## config.mk

```make
export PLATFORM = sky130hd
export DESIGN_NAME = ate_xfer_exec
export DESIGN_NICKNAME = d
export VERILOG_FILES = /design/src/design/ate_pkg.sv /design/src/design/ate_ctl_mem.sv /design/src/design/ate_dec.sv /design/src/design/ate_xfer_exec.sv
export SDC_FILE = /design/constraint.sdc
export NUM_CORES = 1
export LEC_CHECK = 0
export BUFFER_PORTS_ARGS = -buffer_cell sky130_fd_sc_hd__buf_2
export CAP_MARGIN = 20
export CELL_PAD_IN_SITES_DETAIL_PLACEMENT = 1
export CELL_PAD_IN_SITES_GLOBAL_PLACEMENT = 1
export CORE_MARGIN = 5
export CORE_UTILIZATION = 45
export CTS_CLUSTER_DIAMETER = 40
export DETAILED_ROUTE_END_ITERATION = 7
export PLACE_DENSITY = 0.82
export SLEW_MARGIN = 20
export SYNTH_ARGS = -nofsm -noshare
export SYNTH_HDL_FRONTEND = slang
export SYNTH_SLANG_ARGS = --single-unit
```

## constraint.sdc

```tcl
create_clock -name clk_sys -period 3.4 [get_ports clk_sys]
set_clock_uncertainty 0.05 [all_clocks]
set_input_delay 0.17 -clock clk_sys [delete_from_list [all_inputs] [get_ports clk_sys]]
set_output_delay 0.17 -clock clk_sys [all_outputs]
set_load 0.02 [all_outputs]
```

## src/design/ate_pkg.sv

```systemverilog
// Shared constants and types for the accumulator transfer executor
package ate_pkg;

    // Datapath widths
    localparam int unsigned ACC_W     = 4;
    localparam int unsigned E_W       = 8;
    localparam int unsigned D_W       = 3;
    localparam int unsigned SP_W      = 3;
    localparam int unsigned Z_W       = 2;
    localparam int unsigned OP_W      = 5;
    localparam int unsigned ADDR_W    = 6;
    localparam int unsigned DATA_W    = 32;
    localparam int unsigned MEM_AW    = 5;
    localparam int unsigned MEM_DEPTH = 17;

    // Avalon word addresses
    localparam logic [ADDR_W-1:0] ADR_OPCODE   = 6'h00;
    localparam logic [ADDR_W-1:0] ADR_ACC      = 6'h01;
    localparam logic [ADDR_W-1:0] ADR_B        = 6'h02;
    localparam logic [ADDR_W-1:0] ADR_E        = 6'h03;
    localparam logic [ADDR_W-1:0] ADR_D        = 6'h04;
    localparam logic [ADDR_W-1:0] ADR_X        = 6'h05;
    localparam logic [ADDR_W-1:0] ADR_Y        = 6'h06;
    localparam logic [ADDR_W-1:0] ADR_Z        = 6'h07;
    localparam logic [ADDR_W-1:0] ADR_SP       = 6'h08;
    localparam logic [ADDR_W-1:0] ADR_STATUS   = 6'h09;
    localparam logic [ADDR_W-1:0] ADR_CTL_BASE = 6'h20;
    localparam logic [ADDR_W-1:0] ADR_CTL_LAST = 6'h30;

    // Control register file entries
    localparam logic [MEM_AW-1:0] MEM_V1  = 5'h00;
    localparam logic [MEM_AW-1:0] MEM_W1  = 5'h02;
    localparam logic [MEM_AW-1:0] MEM_FR0 = 5'h08;
    localparam logic [MEM_AW-1:0] MEM_I1  = 5'h0b;
    localparam logic [MEM_AW-1:0] MEM_K0  = 5'h0d;
    localparam logic [MEM_AW-1:0] MEM_L1  = 5'h10;

    // Status register bit positions
    localparam int unsigned STS_CY_BIT   = 0;
    localparam int unsigned STS_SKIP_BIT = 1;
    localparam int unsigned STS_ERR_BIT  = 2;

    // Reset values
    localparam logic [ACC_W-1:0]  RST_NIB  = 4'h0;
    localparam logic [E_W-1:0]    RST_E    = 8'h00;
    localparam logic [D_W-1:0]    RST_D    = 3'h0;
    localparam logic [Z_W-1:0]    RST_Z    = 2'h0;
    localparam logic [DATA_W-1:0] RST_DATA = 32'h0000_0000;

    // Transfer instructions
    typedef enum logic [OP_W-1:0] {
        op_nop                 = 5'h00,
        op_read_stack_ptr      = 5'h01,
        op_read_z_pointer      = 5'h02,
        op_read_x_pointer      = 5'h03,
        op_read_y_pointer      = 5'h04,
        op_write_b_reg         = 5'h05,
        op_write_d_pointer     = 5'h06,
        op_write_e_reg         = 5'h07,
        op_read_irq_enable_1   = 5'h08,
        op_read_irq_enable_2   = 5'h09,
        op_read_timer_ctl_1    = 5'h0a,
        op_read_timer_ctl_2    = 5'h0b,
        op_read_timer_ctl_3    = 5'h0c,
        op_read_timer_ctl_4    = 5'h0d,
        op_read_timer_ctl_5    = 5'h0e,
        op_read_timer_ctl_6    = 5'h0f,
        op_write_port_struct_0 = 5'h10,
        op_write_port_struct_1 = 5'h11,
        op_write_port_struct_2 = 5'h12,
        op_write_irq_source_1  = 5'h13,
        op_write_irq_source_2  = 5'h14,
        op_write_wakeup_ctl_0  = 5'h15,
        op_write_wakeup_ctl_1  = 5'h16,
        op_write_wakeup_ctl_2  = 5'h17,
        op_write_lcd_ctl_1     = 5'h18
    } ate_op_t;

    // Accumulator source selection
    typedef enum logic [2:0] {
        SRC_NONE = 3'b000,
        SRC_SP   = 3'b001,
        SRC_Z    = 3'b010,
        SRC_X    = 3'b011,
        SRC_Y    = 3'b100,
        SRC_MEM  = 3'b101
    } ate_src_t;

    // Decoded instruction
    typedef struct packed {
        logic              legal;
        ate_src_t          acc_src;
        logic              wr_b;
        logic              wr_d;
        logic              wr_e;
        logic              mem_wr;
        logic [MEM_AW-1:0] mem_idx;
    } ate_dec_t;

    // Bus access sequencer
    typedef enum logic [1:0] {
        ST_IDLE  = 2'b00,
        ST_FETCH = 2'b01,
        ST_EXEC  = 2'b10,
        ST_ACK   = 2'b11
    } ate_state_t;

endpackage : ate_pkg

```

## src/design/ate_ctl_mem.sv

```systemverilog
// Control register file with one write port and a registered read port
module ate_ctl_mem #(
    parameter int unsigned WIDTH = 4,
    parameter int unsigned DEPTH = 17,
    parameter int unsigned AW    = 5
) (
    input  wire logic             clk_sys,
    input  wire logic             rst_n,
    input  wire logic             ce,
    input  wire logic             we,
    input  wire logic [AW-1:0]    waddr,
    input  wire logic [WIDTH-1:0] wdata,
    input  wire logic [AW-1:0]    raddr,
    output logic      [WIDTH-1:0] rdata_q
);
    import ate_pkg::*;

    logic [WIDTH-1:0] mem_q [DEPTH];

    // One flop group per entry, cleared at reset
    genvar gi;
    generate
        for (gi = 0; gi < DEPTH; gi++) begin : g_ent
            always_ff @(posedge clk_sys or negedge rst_n) begin
                if (!rst_n) begin
                    mem_q[gi] <= '0;
                end else if (ce && we && (waddr == AW'(gi))) begin
                    mem_q[gi] <= wdata;
                end
            end
        end
    endgenerate

    // Out-of-range reads return zero
    always_ff @(posedge clk_sys or negedge rst_n) begin
        if (!rst_n) begin
            rdata_q <= '0;
        end else if (ce) begin
            rdata_q <= (raddr < AW'(DEPTH)) ? mem_q[raddr] : '0;
        end
    end

endmodule : ate_ctl_mem

```

## src/design/ate_dec.sv

```systemverilog
// Instruction decoder for the accumulator transfer group
module ate_dec (
    input  ate_pkg::ate_op_t  op,
    output ate_pkg::ate_dec_t dec
);
    import ate_pkg::*;

    // Instruction classes
    wire is_rd_irq  = (op == op_read_irq_enable_1) || (op == op_read_irq_enable_2);
    wire is_rd_tmr  = (op >= op_read_timer_ctl_1) && (op <= op_read_timer_ctl_6);
    wire is_wr_port = (op >= op_write_port_struct_0) && (op <= op_write_port_struct_2);
    wire is_wr_isrc = (op == op_write_irq_source_1) || (op == op_write_irq_source_2);
    wire is_wr_wake = (op >= op_write_wakeup_ctl_0) && (op <= op_write_wakeup_ctl_2);
    wire is_wr_lcd  = (op == op_write_lcd_ctl_1);
    wire is_mem_wr  = is_wr_port || is_wr_isrc || is_wr_wake || is_wr_lcd;

    // Control register index from the instruction's position in its class
    wire [MEM_AW-1:0] idx_irq  = MEM_V1 + MEM_AW'(op - op_read_irq_enable_1);
    wire [MEM_AW-1:0] idx_tmr  = MEM_W1 + MEM_AW'(op - op_read_timer_ctl_1);
    wire [MEM_AW-1:0] idx_port = MEM_FR0 + MEM_AW'(op - op_write_port_struct_0);
    wire [MEM_AW-1:0] idx_isrc = MEM_I1 + MEM_AW'(op - op_write_irq_source_1);
    wire [MEM_AW-1:0] idx_wake = MEM_K0 + MEM_AW'(op - op_write_wakeup_ctl_0);

    assign dec.mem_idx = is_rd_irq  ? idx_irq  :
                         is_rd_tmr  ? idx_tmr  :
                         is_wr_port ? idx_port :
                         is_wr_isrc ? idx_isrc :
                         is_wr_wake ? idx_wake :
                         MEM_L1;

    // Accumulator source for read instructions
    assign dec.acc_src = (op == op_read_stack_ptr) ? SRC_SP :
                         (op == op_read_z_pointer) ? SRC_Z  :
                         (op == op_read_x_pointer) ? SRC_X  :
                         (op == op_read_y_pointer) ? SRC_Y  :
                         (is_rd_irq || is_rd_tmr)  ? SRC_MEM : SRC_NONE;

    assign dec.wr_b   = (op == op_write_b_reg);
    assign dec.wr_d   = (op == op_write_d_pointer);
    assign dec.wr_e   = (op == op_write_e_reg);
    assign dec.mem_wr = is_mem_wr;
    assign dec.legal  = (op <= op_write_lcd_ctl_1);

endmodule : ate_dec

```

## src/design/ate_xfer_exec.sv

```systemverilog
// Accumulator transfer executor with an Avalon-MM register slave
//
// Function
// - Reading the Z pointer puts its two bits in accumulator bits 1..0 and zeroes bits 3..2.
// - Reading the X pointer loads all four of its bits into the accumulator.
// - Reading the Y pointer loads all four of its bits into the accumulator.
// - Writing the D pointer copies accumulator bits 2..0 and ignores bit 3.
// - Writing register E puts register B in its upper nibble and the accumulator below.
// - Writing register B copies the whole accumulator into it.
// - Two reads copy interrupt-enable register 1 or 2 into the accumulator.
// - Six reads copy one of the six timer control registers into the accumulator.
// - Three writes copy the accumulator into one of the port output-structure registers.
// - Two writes copy the accumulator into interrupt-source register 1 or 2.
// - Three writes copy the accumulator into one of the key-on wakeup registers.
// - One write copies the accumulator into LCD control register 1.
//
// Each access is taken in idle and answered after three wait cycles.
// Waitrequest drops for one cycle; instr_done pulses then for a legal opcode.
// Writes land on the edge that starts that ack, so the exports already show them.
// Holding ce low freezes all state, the control entries included.
// Unmapped addresses read zero and drop writes.
//
// Our own choices: the Avalon-MM slave port and the register offsets.
module ate_xfer_exec (
    input  wire logic                         clk_sys,
    input  wire logic                         rst_n,
    input  wire logic                         ce,
    input  wire logic [ate_pkg::ADDR_W-1:0]   avs_address,
    input  wire logic                         avs_read,
    input  wire logic                         avs_write,
    input  wire logic [ate_pkg::DATA_W-1:0]   avs_writedata,
    input  wire logic [3:0]                   avs_byteenable,
    output logic      [ate_pkg::DATA_W-1:0]   avs_readdata,
    output logic                              avs_waitrequest,
    output logic      [ate_pkg::ACC_W-1:0]    acc_val,
    output logic      [ate_pkg::ACC_W-1:0]    b_val,
    output logic      [ate_pkg::E_W-1:0]      e_val,
    output logic      [ate_pkg::D_W-1:0]      d_ptr_val,
    output logic                              instr_done
);
    import ate_pkg::*;

    // Architectural state
    ate_state_t        state_q, state_d;
    logic [ACC_W-1:0]  acc_q, acc_d;
    logic [ACC_W-1:0]  b_q, b_d;
    logic [E_W-1:0]    e_q, e_d;
    logic [D_W-1:0]    d_q, d_d;

    // Pointers, loaded over the bus in place of the rest of the core
    logic [ACC_W-1:0]  x_q, x_d;
    logic [ACC_W-1:0]  y_q, y_d;
    logic [Z_W-1:0]    z_q, z_d;
    logic [SP_W-1:0]   sp_q, sp_d;

    // Status, readback and sequencer
    logic              cy_q, cy_d;
    logic              err_q, err_d;
    ate_op_t           op_q, op_d;
    logic [DATA_W-1:0] rdata_q, rdata_d;
    logic              wait_q, wait_d;
    logic              done_q, done_d;

    // Decoder and control register file wiring
    ate_op_t           bus_op;
    ate_dec_t          dec;
    logic [ACC_W-1:0]  mem_rdata;

    // Read and result paths
    logic [ACC_W-1:0]  src_val;
    logic [DATA_W-1:0] rd_val;

    // Opcode field of a write; unknown codes fall out as illegal
    assign bus_op = ate_op_t'(avs_writedata[OP_W-1:0]);

    // Decode is combinational on the write data lines
    ate_dec u_dec (
        .op  (bus_op),
        .dec (dec)
    );

    // Bus access classification
    wire req       = avs_read || avs_write;
    wire in_exec   = (state_q == ST_EXEC);
    wire lane0     = avs_byteenable[0];
    wire wr_en     = in_exec && avs_write && lane0;
    wire rd_en     = in_exec && avs_read;
    wire is_ctl    = (avs_address >= ADR_CTL_BASE) && (avs_address <= ADR_CTL_LAST);
    wire [MEM_AW-1:0] ctl_idx = MEM_AW'(avs_address - ADR_CTL_BASE);

    // Opcode writes; an illegal code raises the error flag and executes nothing
    wire do_op     = wr_en && (avs_address == ADR_OPCODE);
    wire op_ok     = do_op && dec.legal;
    wire op_bad    = do_op && !dec.legal;

    // Per-register bus write strobes
    wire bw_acc    = wr_en && (avs_address == ADR_ACC);
    wire bw_b      = wr_en && (avs_address == ADR_B);
    wire bw_e      = wr_en && (avs_address == ADR_E);
    wire bw_d      = wr_en && (avs_address == ADR_D);

    // Pointer and status loads
    wire bw_x      = wr_en && (avs_address == ADR_X);
    wire bw_y      = wr_en && (avs_address == ADR_Y);
    wire bw_z      = wr_en && (avs_address == ADR_Z);
    wire bw_sp     = wr_en && (avs_address == ADR_SP);
    wire bw_sts    = wr_en && (avs_address == ADR_STATUS);
    wire bw_ctl    = wr_en && is_ctl;

    // Read port follows the held request, so data is ready by the exec cycle
    wire [MEM_AW-1:0] mem_raddr = (avs_write && avs_address == ADR_OPCODE) ? dec.mem_idx
                                                                            : ctl_idx;

    // Instruction writes take precedence; bus writes preload control values
    wire              mem_we    = (op_ok && dec.mem_wr) || bw_ctl;
    wire [MEM_AW-1:0] mem_waddr = op_ok ? dec.mem_idx : ctl_idx;
    wire [ACC_W-1:0]  mem_wdata = op_ok ? acc_q : avs_writedata[ACC_W-1:0];

    // Control entries keep their own registered read port
    ate_ctl_mem #(
        .WIDTH (ACC_W),
        .DEPTH (MEM_DEPTH),
        .AW    (MEM_AW)
    ) u_ctl_mem (
        .clk_sys (clk_sys),
        .rst_n   (rst_n),
        .ce      (ce),
        .we      (mem_we),
        .waddr   (mem_waddr),
        .wdata   (mem_wdata),
        .raddr   (mem_raddr),
        .rdata_q (mem_rdata)
    );

    // Accumulator source value for read instructions
    always_comb begin
        case (dec.acc_src)
            SRC_SP:  src_val = ACC_W'(sp_q);
            SRC_Z:   src_val = ACC_W'(z_q);
            SRC_X:   src_val = x_q;
            SRC_Y:   src_val = y_q;
            SRC_MEM: src_val = mem_rdata;
            default: src_val = acc_q;
        endcase
    end

    // Next values of the working registers
    assign acc_d = (op_ok && dec.acc_src != SRC_NONE) ? src_val :
                   bw_acc ? avs_writedata[ACC_W-1:0] : acc_q;
    assign b_d   = (op_ok && dec.wr_b) ? acc_q :
                   bw_b ? avs_writedata[ACC_W-1:0] : b_q;
    assign e_d   = (op_ok && dec.wr_e) ? {b_q, acc_q} :
                   bw_e ? avs_writedata[E_W-1:0] : e_q;
    assign d_d   = (op_ok && dec.wr_d) ? acc_q[D_W-1:0] :
                   bw_d ? avs_writedata[D_W-1:0] : d_q;

    // Pointer loads stand in for the rest of the core
    assign x_d   = bw_x  ? avs_writedata[ACC_W-1:0] : x_q;
    assign y_d   = bw_y  ? avs_writedata[ACC_W-1:0] : y_q;
    assign z_d   = bw_z  ? avs_writedata[Z_W-1:0]   : z_q;
    assign sp_d  = bw_sp ? avs_writedata[SP_W-1:0]  : sp_q;

    // Carry only moves on a status write, never on a transfer
    assign cy_d  = bw_sts ? avs_writedata[STS_CY_BIT] : cy_q;

    // Illegal opcode flag: sticky, cleared by writing one; a set wins
    assign err_d = op_bad ? 1'h1 :
                   (bw_sts && avs_writedata[STS_ERR_BIT]) ? 1'h0 : err_q;

    // Readback keeps the last code written, legal or not
    assign op_d  = do_op ? bus_op : op_q;

    // Read mux; status skip bit is always zero since no transfer skips
    always_comb begin
        rd_val = RST_DATA;
        if (is_ctl) begin
            rd_val = DATA_W'(mem_rdata);
        end else begin
            case (avs_address)
                ADR_OPCODE: rd_val = DATA_W'(op_q);
                ADR_ACC:    rd_val = DATA_W'(acc_q);
                ADR_B:      rd_val = DATA_W'(b_q);
                ADR_E:      rd_val = DATA_W'(e_q);
                ADR_D:      rd_val = DATA_W'(d_q);
                ADR_X:      rd_val = DATA_W'(x_q);
                ADR_Y:      rd_val = DATA_W'(y_q);
                ADR_Z:      rd_val = DATA_W'(z_q);
                ADR_SP:     rd_val = DATA_W'(sp_q);
                ADR_STATUS: begin
                    rd_val[STS_CY_BIT]   = cy_q;
                    rd_val[STS_SKIP_BIT] = 1'h0;
                    rd_val[STS_ERR_BIT]  = err_q;
                end
                default:    rd_val = RST_DATA;
            endcase
        end
    end

    // Read data is taken once, in the exec cycle, then holds
    assign rdata_d = rd_en ? rd_val : rdata_q;

    // Sequencer: every access, transfer or plain, takes the same fixed path
    always_comb begin
        state_d = state_q;
        wait_d  = 1'h1;
        done_d  = 1'h0;
        case (state_q)
            ST_IDLE: begin
                // Stay here until a request shows
                if (req) begin
                    state_d = ST_FETCH;
                end
            end
            ST_FETCH: begin
                // Spare cycle for the registered control read
                state_d = ST_EXEC;
            end
            ST_EXEC: begin
                // Registers load at the end of this cycle
                state_d = ST_ACK;
                wait_d  = 1'h0;
                done_d  = op_ok;
            end
            ST_ACK: begin
                // Waitrequest is low while in this state
                state_d = ST_IDLE;
            end
            default: begin
                state_d = ST_IDLE;
            end
        endcase
    end

    // Sequencer flops
    always_ff @(posedge clk_sys or negedge rst_n) begin
        if (!rst_n) begin
            state_q <= ST_IDLE;
            wait_q  <= 1'h1;
            done_q  <= 1'h0;
        end else if (ce) begin
            state_q <= state_d;
            wait_q  <= wait_d;
            done_q  <= done_d;
        end
    end

    // Readback and status flops
    always_ff @(posedge clk_sys or negedge rst_n) begin
        if (!rst_n) begin
            rdata_q <= RST_DATA;
            op_q    <= op_nop;
            err_q   <= 1'h0;
            cy_q    <= 1'h0;
        end else if (ce) begin
            rdata_q <= rdata_d;
            op_q    <= op_d;
            err_q   <= err_d;
            cy_q    <= cy_d;
        end
    end

    // Data flops
    always_ff @(posedge clk_sys or negedge rst_n) begin
        if (!rst_n) begin
            acc_q <= RST_NIB;
            b_q   <= RST_NIB;
            e_q   <= RST_E;
            d_q   <= RST_D;
        end else if (ce) begin
            acc_q <= acc_d;
            b_q   <= b_d;
            e_q   <= e_d;
            d_q   <= d_d;
        end
    end

    // Pointer flops, loaded over the bus for now
    always_ff @(posedge clk_sys or negedge rst_n) begin
        if (!rst_n) begin
            x_q   <= RST_NIB;
            y_q   <= RST_NIB;
            z_q   <= RST_Z;
            sp_q  <= RST_D;
        end else if (ce) begin
            x_q   <= x_d;
            y_q   <= y_d;
            z_q   <= z_d;
            sp_q  <= sp_d;
        end
    end

    // Outputs straight from flops
    assign avs_readdata    = rdata_q;
    assign avs_waitrequest = wait_q;

    // Register exports for the rest of the core
    assign acc_val         = acc_q;
    assign b_val           = b_q;
    assign e_val           = e_q;
    assign d_ptr_val       = d_q;
    assign instr_done      = done_q;

endmodule : ate_xfer_exec

```

==> flow_summary.toml <==
[yosys]
syn_avg_cell_area_um2 = 9.91
synth_cells = 747
yosysUniqueCellTypes = 70
synth-seq-area-share = 0.416
ys.flop_type = "dfrtp_1"
yosysTopAreaCell = "dfrtp_1"
ys_ff_latch = 123
synth-warning-count = 0
ys_async_sr_fraction = 1.00
yosys-top-cells-area = "dfrtp_1, mux2_2, o21ai_0, nand3_1, nand2_1"
synth_most_common_cell = "dfrtp_1"
synth_edf_count = 0
synth_common_cells = "dfrtp_1, mux2_2, nand2_1"
synth_top_cell_area_share = 0.412
synth_area_um2 = 7400

[place]
dp.cells = 994
port_buffers = 48
dp_hpwl_mm = 17.1
gp_congestion = 0.982

[cts]
clk_latency_ns = 0.41
cts.sinks = 123
cts_buffers = 17
path_clk_slew_ns = 0.06
cts.htree.levels = 4
tritoncts = "done"
clockRootBuffer = "clkbuf_16"
clock_path_buffers = 2

[die]
coreArea_um2 = 16000
dieArea_um2 = 19100
die_y_um = 138
io_pins = 100
dieWidth_um = 138
start_util = 0.463
rows = 46

[critical_path]
cp-end-kind = "register"
cp.required_ns = 3.65
crit_chain = "inv_1 -> ha_1 -> and3_1 -> and3_1 -> a31oi_1 -> or2_2 -> or4_1 -> mux2_4"
r2r_end = "u_ctl_mem.mem_q[15]"
r2r-start = "state_q[0]"
critPathCapture = "u_ctl_mem.mem_q[15]"
critPathKind = "register to register"
cpMaxStageDelayCell = "or4_1"
cp.arrival_ns = 3.42
slowest_delay_ns = 0.59
startpoint = "state_q[0]"
rr_worst_depth = 8
critPathMaxFanout = 10
cpMostUsedCell = "and3_1"
r2r_slack_ns = 0.23
worst_setup_path_start_kind = "register"

[finish]
layout-drive-gt1-share = 0.297
diodes = 0
final_cells = 1027
synthToLayoutAreaGrowth_pct = 15.3
fin_nets = 851

[routing]
dr.first_iter.drc_count = 534
drcViolationCount = 0
first_pass_iters = 5
wire_per_inst_um = 23.6
wl_mm = 24.2
ant_nets = 0
drt-vias-per-instance = 6.35
vias = 6525

[flow_run]
maxCapViolCount = 0

[timing]
fin_tns_setup_ns = 0
slew_violations = 0
hold_violations = 0
slew_headroom = 0.301
timing.fmax_mhz = 316
rsz0062_at_grt = "no"
period_minus_slack_ns = 3.17
worstMarginPinSlew_ns = 1.04
period_share = 0.932
setup_viol = 0

[hold_path]
hold_depth = 3
hold_path.class = "primary input to register"

[power_and_ir_drop]
peakVddDrop_uv = 380
total_leakage_power_uw = 0.00403
power.density_nw_per_um2 = 474

[run_status]
status = "completed"

[global_routing]
grt_remaining_overflow = 0
antenna_found_initial = 0
grt_start_max_net_pins = 64
grt_pass1_vias = 7008
grt_pass1_wl_mm = 39.1
gr-usage-all-layers = 0.253
==> cells by family after synthesis <==
logic type | Yosys count | share of synthesized area
adder cells (fa/ha/maj) | 6 | 0.0101
XOR/XNOR | 2 | 0.00237
AND/OR/NAND/NOR | 229 | 0.164
multiplexers | 117 | 0.183
flip-flops | 123 | 0.416
other | 1 | 0.000507
AO/OA/AOI/OAI | 172 | 0.159
buffers and inverters | 97 | 0.0647
==> cell usage in the layout, fill, tap and decap left out, types with 4 or more instances in the layout <==
| cell | n |
|---|---|
| ha_1 | 6 |
| inv_1 | 18 |
| mux2i_1 | 15 |
| a21o_1 | 5 |
| nor2_1 | 28 |
| nand3_1 | 47 |
| and2_1 | 5 |
| o21ai_0 | 49 |
| and3_1 | 12 |
| nor4_1 | 11 |
| nand2_1 | 58 |
| clkbuf_16 | 17 |
| mux2_4 | 12 |
| or3_1 | 5 |
| mux2_2 | 89 |
| nor2b_1 | 6 |
| conb_1 | 24 |
| a221o_1 | 4 |
| a31oi_1 | 14 |
| buf_2 | 47 |
| a221oi_1 | 10 |
| o22ai_1 | 9 |
| a2111oi_0 | 8 |
| nand3b_1 | 4 |
| o21ai_1 | 4 |
| nor3_1 | 20 |
| dfrtp_1 | 122 |
| a21oi_1 | 20 |
| a22oi_1 | 15 |
| a211oi_1 | 7 |
| and4_1 | 6 |
| buf_4 | 38 |
==> metal layers <==
metal / up-vias / routed length, um / track usage
met4: 0 / 882 / 0.113
met3: 75 / 1720 / 0.0621
met2: 320 / 11800 / 0.414
li1: 2845 / - / -
met1: 3285 / 9830 / 0.317
met5: - / 0 / 0
==> critical path: cells and delay by family (launching register included) <==
family	cells	cell delay (ns)
simple gates	4	1.65
flops	1	0.36
buf+inv	1	0.12
fa+ha+maj	1	0.28
compound gates	1	0.21
mux	1	0.36
==> state kept, by name (all words and copies together), names as in the netlist <==
register	flops
u_ctl_mem.mem_q	68
avs_readdata	8
e_val	8
op_q	5
acc_val	4
b_val	4
u_ctl_mem.rdata_q	4
x_q	4
y_q	4
d_ptr_val	3
sp_q	3
state_q	2
z_q	2
avs_waitrequest	1
cy_q	1
err_q	1
instr_done	1
==> power by group <==
group,switching (uW),leakage (uW),internal [uW]
Sequential,49.1,0.00165,1540
Combinational,390,0.00209,186
Clock,712,0.000290,1180
Total,1150,0.00403,2900
==> worst min-delay path by stage <==
stage                 end  slack [ns]        startpoint
6_report         e_val[7]        0.07  avs_writedata[7]
5_1_grt          e_val[7]        0.08  avs_writedata[7]
4_1_cts          e_val[7]        0.06  avs_writedata[7]
3_5_place_dp   state_q[0]        0.25             rst_n
3_3_place_gp   state_q[0]        0.22             rst_n
2_1_floorplan  acc_val[0]       -0.18             rst_n
==> through the flow <==
step | setup WS, ns | total power, uW | util | area [um^2] | hold WS [ns]
after floorplan | 0.153 | 1960 | - | 7490 | -0.176
after global placement | 0.202 | 2140 | 0.495 | 7910 | 0.217
after detailed placement | 0.0417 | 2180 | 0.495 | 7910 | 0.249
after CTS | 0.269 | 4070 | 0.533 | 8530 | 0.0627
after global routing | 0.146 | 4190 | 0.534 | 8540 | 0.0822
final | 0.232 | 4050 | 0.534 | 8540 | 0.0743
==> cell type report <==
| type | instances | area [um^2] |
|---|---|---|
| Fill cell | 1830 | 7460 |
| Multi-Input combinational cell | 550 | 3940 |
| Sequential cell | 123 | 3080 |
| Timing Repair Buffer | 88 | 571 |
| Clock buffer | 19 | 443 |
| Tap cell | 216 | 270 |
| Clock inverter | 13 | 166 |
| Inverter | 18 | 67.6 |
==> timing repair <==
| action | 4_1_cts | 5_1_grt |
|---|---|---|
| endpoints found under the hold margin | 59 | 0 |
| resized for setup | 0 | 0 |
| setup endpoints to repair | 0 | 0 |
| setup buffers | 0 | 0 |
| hold buffers | 1 | 0 |
No activity file was read; power rests on OpenSTA's default activity.
